**src/chi_pkg.sv**
```systemverilog
// Shared constants and types for the charger I2C host controller.
package chi_pkg;

   // Fixed 7-bit target address and the direction bit values.
   localparam logic [6:0] TARGET_ADDR = 7'h6B;
   localparam logic       DIR_WRITE   = 1'h0;
   localparam logic       DIR_READ    = 1'h1;

   // Highest register command address the host passes on to the target.
   localparam logic [7:0] REG_LAST = 8'h3F;

   // Bit slot of the acknowledge within a byte, and quarter indices.
   localparam logic [3:0] ACK_BIT_IDX = 4'h8;
   localparam logic [1:0] Q_FIRST     = 2'h0;
   localparam logic [1:0] Q_SDA_SET   = 2'h1;
   localparam logic [1:0] Q_SCL_REL   = 2'h2;
   localparam logic [1:0] Q_LAST      = 2'h3;

   // Clock period and the serial clock periods of both speed modes.
   localparam int CLK_PERIOD_NS      = 40;
   localparam int STD_SCL_PERIOD_NS  = 10000;
   localparam int FAST_SCL_PERIOD_NS = 2500;

   // Cycles per quarter bit, rounded up so the rate never exceeds the limit.
   localparam int STD_QTR_CYC  =
      (STD_SCL_PERIOD_NS + 4 * CLK_PERIOD_NS - 1) / (4 * CLK_PERIOD_NS);
   localparam int FAST_QTR_CYC =
      (FAST_SCL_PERIOD_NS + 4 * CLK_PERIOD_NS - 1) / (4 * CLK_PERIOD_NS);

   // One register transaction request from the user side.
   typedef struct packed {
      logic       rd;
      logic [7:0] regAddr;
      logic [7:0] len;
   } chi_cmd_t;

   typedef enum logic [1:0] {ST_IDLE, ST_START, ST_BIT, ST_STOP} chi_state_t;

   typedef enum logic [2:0] {
      SG_AW, SG_REG, SG_AR, SG_WD, SG_RD
   } chi_stage_t;

endpackage : chi_pkg

```
**src/chi_i2c_host.sv**
```systemverilog
// I2C host controller that reads and writes the charger's registers.
`timescale 1ns/1ns
`default_nettype none

// Function
// - Command byte, then data or repeated-start read.
// - Clock up to 100 or 400 kHz.
// - Both lines open drain, idle high.
// - Data changes only while clock is low.
// - Start and stop made with clock high.
// - Eight bits MSB first plus acknowledge.
// - Wait while target holds clock low.
// - Transmitter releases data on ninth pulse.
// - On not-acknowledge, issue stop.
// - First byte is address plus direction.
// - Paired setting: low byte, then high.
// - Host makes every clock pulse.
module chi_i2c_host #(
   parameter bit FAST_MODE = 1'b0
) (
   input  wire logic             clk,
   input  wire logic             sys_rst,
   input  wire chi_pkg::chi_cmd_t cmd,
   input  wire logic             cmdValid,
   input  wire logic [7:0]       wrData,
   input  wire logic             wrValid,
   output logic                  wrTake,
   output logic [7:0]            rdData,
   output logic                  rdValid,
   output logic                  done,
   output logic                  err,
   output logic                  busy,
   input  wire logic             sclIn,
   output logic                  sclOut,
   output logic                  sclOeN,
   input  wire logic             sdaIn,
   output logic                  sdaOut,
   output logic                  sdaOeN
);

   localparam int         QTR_CYC  =
      FAST_MODE ? chi_pkg::FAST_QTR_CYC : chi_pkg::STD_QTR_CYC;
   localparam logic [7:0] QTR_LAST = 8'(QTR_CYC - 1);

   chi_pkg::chi_state_t stQ, stD;
   chi_pkg::chi_stage_t stageQ;
   logic [1:0] qQ, qD;
   logic [7:0] qCntQ;
   logic [3:0] bitIdxQ;
   logic [7:0] shRegQ, rxRegQ, regAddrQ, remLenQ;
   logic       isReadQ;
   logic       sclMetaQ, sclSyncQ, sdaMetaQ, sdaSyncQ;
   logic       wrTakeQ, rdValidQ, doneQ, errQ, busyQ;
   logic [7:0] rdDataQ;
   logic       sclOeNQ, sdaOeNQ, sclOutQ, sdaOutQ;
   logic       sclRelD, sdaRelD;

   // Both bus lines pass two flops before anything looks at them.
   always_ff @(posedge clk) begin
      if (sys_rst) begin
         sclMetaQ <= 1'h1;
         sclSyncQ <= 1'h1;
         sdaMetaQ <= 1'h1;
         sdaSyncQ <= 1'h1;
      end else begin
         sclMetaQ <= sclIn;
         sclSyncQ <= sclMetaQ;
         sdaMetaQ <= sdaIn;
         sdaSyncQ <= sdaMetaQ;
      end
   end

   // Quarter timing, stretch detection and byte-level decodes.
   wire logic       tick     = qCntQ == QTR_LAST;
   wire logic       stretch  = qQ == chi_pkg::Q_SCL_REL && !sclSyncQ;
   wire logic       rxMode   = stageQ == chi_pkg::SG_RD;
   wire logic       wrSlot   = stQ == chi_pkg::ST_BIT &&
                               stageQ == chi_pkg::SG_WD &&
                               bitIdxQ == 4'h0 && qQ == chi_pkg::Q_FIRST;
   wire logic       waitWr   = wrSlot && !wrValid;
   wire logic       adv      = stQ != chi_pkg::ST_IDLE && tick &&
                               !stretch && !waitWr;
   wire logic       bitEnd   = adv && stQ == chi_pkg::ST_BIT &&
                               qQ == chi_pkg::Q_LAST;
   wire logic       byteEnd  = bitEnd && bitIdxQ == chi_pkg::ACK_BIT_IDX;
   wire logic       nackSeen = byteEnd && !rxMode && sdaSyncQ;
   wire logic       lastByte = remLenQ == 8'h01;
   wire logic       dataEnd  = byteEnd && lastByte &&
                               (stageQ == chi_pkg::SG_WD || rxMode);
   wire logic       cmdOk    = cmd.regAddr <= chi_pkg::REG_LAST &&
                               cmd.len != 8'h00;
   wire logic       cmdTake  = stQ == chi_pkg::ST_IDLE && cmdValid;
   wire logic       stopEnd  = adv && stQ == chi_pkg::ST_STOP &&
                               qQ == chi_pkg::Q_LAST;
   wire logic [7:0] curByte  = wrSlot ? wrData : shRegQ;
   wire logic       dataBit  = curByte[3'h7 - bitIdxQ[2:0]];
   // Host acknowledges every read byte but the last, which ends the read.
   wire logic       ackDrive = rxMode && !lastByte;
   wire logic       bitRel   = (bitIdxQ == chi_pkg::ACK_BIT_IDX) ?
                               !ackDrive : (rxMode || dataBit);

   // Next state and quarter; a stretch or a missing write byte freezes it.
   always_comb begin
      stD = stQ;
      qD  = qQ;
      if (cmdTake && cmdOk) begin
         // Both lines already high, so the start begins at its high phase.
         stD = chi_pkg::ST_START;
         qD  = chi_pkg::Q_SCL_REL;
      end else if (adv) begin
         if (qQ != chi_pkg::Q_LAST) begin
            qD = qQ + 2'h1;
         end else begin
            qD = chi_pkg::Q_FIRST;
            unique case (stQ)
               chi_pkg::ST_START: stD = chi_pkg::ST_BIT;
               chi_pkg::ST_STOP:  stD = chi_pkg::ST_IDLE;
               chi_pkg::ST_BIT: begin
                  if (byteEnd) begin
                     if (nackSeen || dataEnd) begin
                        stD = chi_pkg::ST_STOP;
                     end else if (stageQ == chi_pkg::SG_REG && isReadQ) begin
                        stD = chi_pkg::ST_START;
                     end
                  end
               end
               chi_pkg::ST_IDLE:  stD = chi_pkg::ST_IDLE;
            endcase
         end
      end
   end

   // Line levels for the coming quarter; quarter zero keeps data unchanged.
   always_comb begin
      sclRelD = stD == chi_pkg::ST_IDLE || qD >= chi_pkg::Q_SCL_REL;
      unique case (stD)
         chi_pkg::ST_IDLE:  sdaRelD = 1'h1;
         chi_pkg::ST_START: sdaRelD = (qD == chi_pkg::Q_FIRST) ? sdaOeNQ :
                                      qD != chi_pkg::Q_LAST;
         chi_pkg::ST_STOP:  sdaRelD = (qD == chi_pkg::Q_FIRST) ? sdaOeNQ :
                                      qD == chi_pkg::Q_LAST;
         chi_pkg::ST_BIT:   sdaRelD = (qD == chi_pkg::Q_FIRST) ? sdaOeNQ :
                                      bitRel;
      endcase
   end

   // State, quarter counter and open-drain drive; low enable pulls low.
   always_ff @(posedge clk) begin
      if (sys_rst) begin
         stQ     <= chi_pkg::ST_IDLE;
         qQ      <= chi_pkg::Q_FIRST;
         qCntQ   <= 8'h00;
         sclOeNQ <= 1'h1;
         sdaOeNQ <= 1'h1;
         sclOutQ <= 1'h0;
         sdaOutQ <= 1'h0;
      end else begin
         stQ     <= stD;
         qQ      <= qD;
         qCntQ   <= (stQ == chi_pkg::ST_IDLE || adv) ? 8'h00 :
                    (tick ? qCntQ : qCntQ + 8'h01);
         sclOeNQ <= sclRelD;
         sdaOeNQ <= sdaRelD;
         sclOutQ <= 1'h0;
         sdaOutQ <= 1'h0;
      end
   end

   // Bit counter and received-byte shifter.
   always_ff @(posedge clk) begin
      if (sys_rst) begin
         bitIdxQ <= 4'h0;
         rxRegQ  <= 8'h00;
      end else begin
         if (cmdTake || byteEnd) begin
            bitIdxQ <= 4'h0;
         end else if (bitEnd) begin
            bitIdxQ <= bitIdxQ + 4'h1;
         end
         if (bitEnd && !byteEnd && rxMode) begin
            rxRegQ <= {rxRegQ[6:0], sdaSyncQ};
         end
      end
   end

   // Byte sequencing through address, command, address again and data.
   always_ff @(posedge clk) begin
      if (sys_rst) begin
         stageQ   <= chi_pkg::SG_AW;
         shRegQ   <= 8'h00;
         regAddrQ <= 8'h00;
         remLenQ  <= 8'h00;
         isReadQ  <= 1'h0;
      end else if (cmdTake && cmdOk) begin
         stageQ   <= chi_pkg::SG_AW;
         shRegQ   <= {chi_pkg::TARGET_ADDR, chi_pkg::DIR_WRITE};
         regAddrQ <= cmd.regAddr;
         remLenQ  <= cmd.len;
         isReadQ  <= cmd.rd;
      end else if (adv && wrSlot) begin
         shRegQ <= wrData;
      end else if (byteEnd && !nackSeen) begin
         unique case (stageQ)
            chi_pkg::SG_AW: begin
               stageQ <= chi_pkg::SG_REG;
               shRegQ <= regAddrQ;
            end
            chi_pkg::SG_REG: begin
               if (isReadQ) begin
                  stageQ <= chi_pkg::SG_AR;
                  shRegQ <= {chi_pkg::TARGET_ADDR, chi_pkg::DIR_READ};
               end else begin
                  stageQ <= chi_pkg::SG_WD;
               end
            end
            chi_pkg::SG_AR: stageQ <= chi_pkg::SG_RD;
            chi_pkg::SG_WD, chi_pkg::SG_RD: remLenQ <= remLenQ - 8'h01;
         endcase
      end
   end

   // User-side pulses and status; the error stands until the next command.
   always_ff @(posedge clk) begin
      if (sys_rst) begin
         wrTakeQ  <= 1'h0;
         rdValidQ <= 1'h0;
         rdDataQ  <= 8'h00;
         doneQ    <= 1'h0;
         errQ     <= 1'h0;
         busyQ    <= 1'h0;
      end else begin
         wrTakeQ  <= adv && wrSlot;
         rdValidQ <= byteEnd && rxMode;
         if (byteEnd && rxMode) begin
            rdDataQ <= rxRegQ;
         end
         doneQ    <= stopEnd || (cmdTake && !cmdOk);
         errQ     <= (nackSeen || (cmdTake && !cmdOk)) ? 1'h1 :
                     (cmdTake ? 1'h0 : errQ);
         busyQ    <= stD != chi_pkg::ST_IDLE;
      end
   end

   assign wrTake  = wrTakeQ;
   assign rdValid = rdValidQ;
   assign rdData  = rdDataQ;
   assign done    = doneQ;
   assign err     = errQ;
   assign busy    = busyQ;
   assign sclOeN  = sclOeNQ;
   assign sdaOeN  = sdaOeNQ;
   assign sclOut  = sclOutQ;
   assign sdaOut  = sdaOutQ;
endmodule : chi_i2c_host

`default_nettype wire

```
**config.mk**
```make
export PLATFORM = sky130hd
export DESIGN_NAME = chi_i2c_host
export DESIGN_NICKNAME = d
export VERILOG_FILES = /design/src/chi_pkg.sv /design/src/chi_i2c_host.sv
export SDC_FILE = /design/constraint.sdc
export NUM_CORES = 1
export LEC_CHECK = 0
export BUFFER_PORTS_ARGS = -buffer_cell sky130_fd_sc_hd__buf_2
export CAP_MARGIN = 20
export CORE_UTILIZATION = 35
export CTS_CLUSTER_SIZE = 20
export DETAILED_ROUTE_END_ITERATION = 6
export MAX_ROUTING_LAYER = met4
export PLACE_DENSITY_LB_ADDON = 0.1
export RECOVER_POWER = 50
export REMOVE_ABC_BUFFERS = 1
export SLEW_MARGIN = 20
export SYNTH_ARGS = -nofsm -noshare
export SYNTH_HDL_FRONTEND = slang
export SYNTH_SLANG_ARGS = --single-unit
```
**constraint.sdc**
```tcl
create_clock -name clk -period 7 [get_ports clk]
set_input_delay 1.4 -clock clk [delete_from_list [all_inputs] [get_ports clk]]
set_output_delay 1.4 -clock clk [all_outputs]
set_load 0.01 [all_outputs]
```
==> run summary <==
* 16.96% — aggregate global-route resource usage
* 4150 ps — R2R setup slack
* 10480 sq um — total die area
* 4.910 — number of vias per cell after detailed routing
* sky130_fd_sc_hd__dfxtp_1, sky130_fd_sc_hd__nor2_1, sky130_fd_sc_hd__nand2_1 — most used cells in the layout excluding fill and tap cells
* 15.20% — fraction of layout cells with a size suffix above 1
* qCntQ[1] — capturing instance or port of the critical path
* 0 ps — Setup Total Neg Slack
* 2347 ps — slew at the pin with the worst max-slew slack
* 70 ps — clock transition time at the flip-flop clock pins of the worst setup and hold paths
* 0 — hold buffers post-CTS
* 187.8 nW/um^2 — Power Dens Cells
* 40.78% — final cell utilization of the core
* 45 — port bufs
* 1670 ps — Slowest Stage Delay on Critical Path
* sky130_fd_sc_hd__clkbuf_1 — Slowest cell on crit path
* 5658 um — final HPWL from detailed placement
* flip-flop — endpoint type of the worst setup path
* 2882 — via count of the routed design
* sky130_fd_sc_hd__dfxtp_1 — commonest non-fill, non-tap cell in the layout
* reg2reg — Hold Crit Class
* yes — clock tree from TritonCTS
* 286.3 MHz — Achievable Freq
* 36 — Placement Rows
* 7.3% — combinational power share
* 13210 um — first-pass GRT wire length
* 36.9% — share of power burned in the clock network
* 0.001439 uW — static leakage power
* 71 — count of state elements after synthesis
* 412 — gate count after technology mapping
* sky130_fd_sc_hd__clkbuf_8 — root buffer selected by CTS
* input port — critical path startpoint category
* 1 — number of maximum-capacitance constraint violations
* 55.8% — Seq pwr share
* 411.4 ps — worst hold margin
* 3844 sq um — Post-Place Cell Area
* 65.43 uV — largest vdd supply drop
* 0 — count of flip-flops with a built-in enable after synthesis
* 0 — antenna violations before repair
* 0.7521 — Routability Congestion
* 0 — post-CTS repair timing setup buffer count
* 1952 sq um — area occupied by multi-input gates
* 3493 ps — shortest period the worst path allows
* 0 — number of design rule violations left after detail routing
* 0 — total number of yosys warnings
* 2727 — number of global-route vias before repair
* 0% — async set-reset flop share out of synthesis
* 562.9 uW — Internal Power
* 0 — count of endpoints failing hold in the final timing report
* 7.849 ps — Fin Clk Skew
* 493 — layout net count
* 1421 sq um — area taken by flip-flops and latches
* 0 — count of instances resized after the clock tree is built
* rxRegQ[6] — Reg-to-Reg End
* 56 — library cells used by synthesis
* 13.10% — area grow syn2layout
* 0 — grt total ovfl
* 9 — number of cell instances on the worst register-to-register path
* 7210 ps — required time at the worst-slack endpoint
* sys_rst — CP Launch Point
* buf_2, clkbuf_1, or3_1, a211oi_1 — worst-path cell chain
* 49.90% — final critical-path share of the clock period
* 109 — number of design-rule violations left by the first detailed-router iteration
* finished with violations — result of the run
* 71 — number of clock sinks
* 3525 sq um — netlist area before placement
* 24.80% — Net Sw Frac
* 3710 ps — Crit path arrival time
* false — RSZ-0062 raised after global routing
* 102.4 um — floorplan die width
* 4 — stages on the worst setup path
* 3 — H-Tree Level Count
* in2reg — critical path type
* 1050 — number of fillers in the final layout
* 587 — Cell Count, Final, Fillers Out
* 0 — number of routed nets with antenna violations
* 0 — Setup violations, final
* 185.7 uW — Sw Pwr
* capacitance limit, slew limit — violations in the final reports
* -56.47% — Max-slew headroom
* 0 — antenna diode count
* 571 — Cell Count Post-Placement
* 40.33% — register area share after synthesis
* 48 — Top Ports
* 36.06% — initial standard-cell utilization of the core
* sky130_fd_sc_hd__dfxtp_1 — ys flop type
* 2 — clock tree buffer depth
* 102.4 um — Die Span Y
* 9 — number of CTS-inserted buffers
* 9774 sq um — area inside the core boundary
* 3986 sq um — Finished Cell Area
* 53 — largest fanout on the critical path
* qCntQ[0] — Critical R2R Launch
* 2 — Crit path buffers/inverters
* buffers and inverters — dominant delay contributor by cell family on the critical path
* 7929 um — sum of routed wire length over all layers
* 5 — Initial DRT Pass Iterations
* 13.51 um — DR WL/cell
* 340 ps — later-pin clock latency in the skew report
* 54 — Slew Limit Fails
* 54 — maximum number of pins on one net before global-route repair
* 8.555 sq um — synthesized area per cell
* 1 — worst hold path depth
## flip-flops by register name, indices dropped and copies added (netlist names)
signal	count
qCntQ	8
rxRegQ	8
remLenQ	8
rdData	8
rdValid	1
sdaOeN	1
sclOeN	1
regAddrQ	8
stageQ	3
shRegQ	8
sdaMetaQ	1
sclMetaQ	1
done	1
bitIdxQ	4
sclSyncQ	1
stQ	2
wrTake	1
err	1
isReadQ	1
busy	1
qQ	2
sdaSyncQ	1
## cell families (layout without fill, tap and decap cells)
family / Yosys count / after routing / share of synthesized area, %
AND/OR/NAND/NOR: 180 / 180 / 26.02
AO/OA/AOI/OAI: 75 / 75 / 13.28
flip-flops: 71 / 71 / 40.33
buffers and inverters: 38 / 79 / 4.757
multiplexers: 22 / 22 / 7.916
adder cells (fa/ha/maj): 13 / 13 / 4.615
XOR/XNOR: 12 / 12 / 2.982
other: 1 / 2 / 0.1064
## power groups by stage
stage	Sequential, uW	Combinational [uW]	Clock, uW
floorplan	426	29.5	0
global placement	427	54.6	0
detailed placement	427	55.3	0
CTS	417	55.5	289
global route	418	61.4	304
finish	418	54.4	277
## Yosys cell counts (5+ instances only)
| cell type | n | area share [%] |
|---|---|---|
| sky130_fd_sc_hd__nor2_1 | 61 | 6.5 |
| sky130_fd_sc_hd__dfxtp_1 | 71 | 40 |
| sky130_fd_sc_hd__or2_2 | 7 | 1.2 |
| sky130_fd_sc_hd__clkbuf_1 | 17 | 1.8 |
| sky130_fd_sc_hd__nand3b_1 | 5 | 1.1 |
| sky130_fd_sc_hd__inv_1 | 15 | 1.6 |
| sky130_fd_sc_hd__a21oi_1 | 37 | 5.3 |
| sky130_fd_sc_hd__o21ai_0 | 7 | 0.99 |
| sky130_fd_sc_hd__a211oi_1 | 10 | 2.1 |
| sky130_fd_sc_hd__nor3_1 | 8 | 1.1 |
| sky130_fd_sc_hd__or3_1 | 5 | 0.89 |
| sky130_fd_sc_hd__nand3_1 | 6 | 0.85 |
| sky130_fd_sc_hd__nand2b_1 | 5 | 0.89 |
| sky130_fd_sc_hd__mux2i_1 | 16 | 4.5 |
| sky130_fd_sc_hd__xnor2_1 | 8 | 2.0 |
| sky130_fd_sc_hd__ha_1 | 13 | 4.6 |
| sky130_fd_sc_hd__nand2_1 | 49 | 5.2 |
## per-stage QoR
step	setup WS [ps]	total power [uW]
after floorplan	3303	455.7
after global placement	3400	481.3
after detailed placement	3263	482.1
after CTS	3628	761.9
after global routing	3258	784.0
final	3507	748.6
## worst min path at each step
stage | startpoint | to | slack, ps
5_1_grt | sclMetaQ | sclSyncQ | 420
3_5_place_dp | sclMetaQ | sclSyncQ | 400
4_1_cts | sclMetaQ | sclSyncQ | 420
3_3_place_gp | sclMetaQ | sclSyncQ | 400
6_report | sclMetaQ | sclSyncQ | 410
2_1_floorplan | sclMetaQ | sclSyncQ | 390
## layer usage
layer	GRT usage, %	up-vias	share of wire (%)
met5	-	-	0
met4	7.473	0	1.6
met3	3.625	13	3.1
met2	26.33	50	46
met1	21.16	1324	50
li1	-	1495	-
## worst register-to-register path: cells and delay by family (launching register included)
kind	cells	cell delay (ps)
multiplexers	1	240
AO/OA/AOI/OAI	1	390
adder cells (fa/ha/maj)	1	160
buffers and inverters	1	90
flip-flops	1	330
AND/OR/NAND/NOR	5	1450
## layout make-up
type / instances / area share [%]
timing repair buffer: 48 / 5.650
clock inverter: 6 / 0.9416
inverter: 15 / 1.412
clock buffer: 10 / 3.201
multi-input combinational: 304 / 48.96
sequential: 71 / 35.66
tap: 133 / 4.175
No activity file was read; power rests on OpenSTA's default activity.
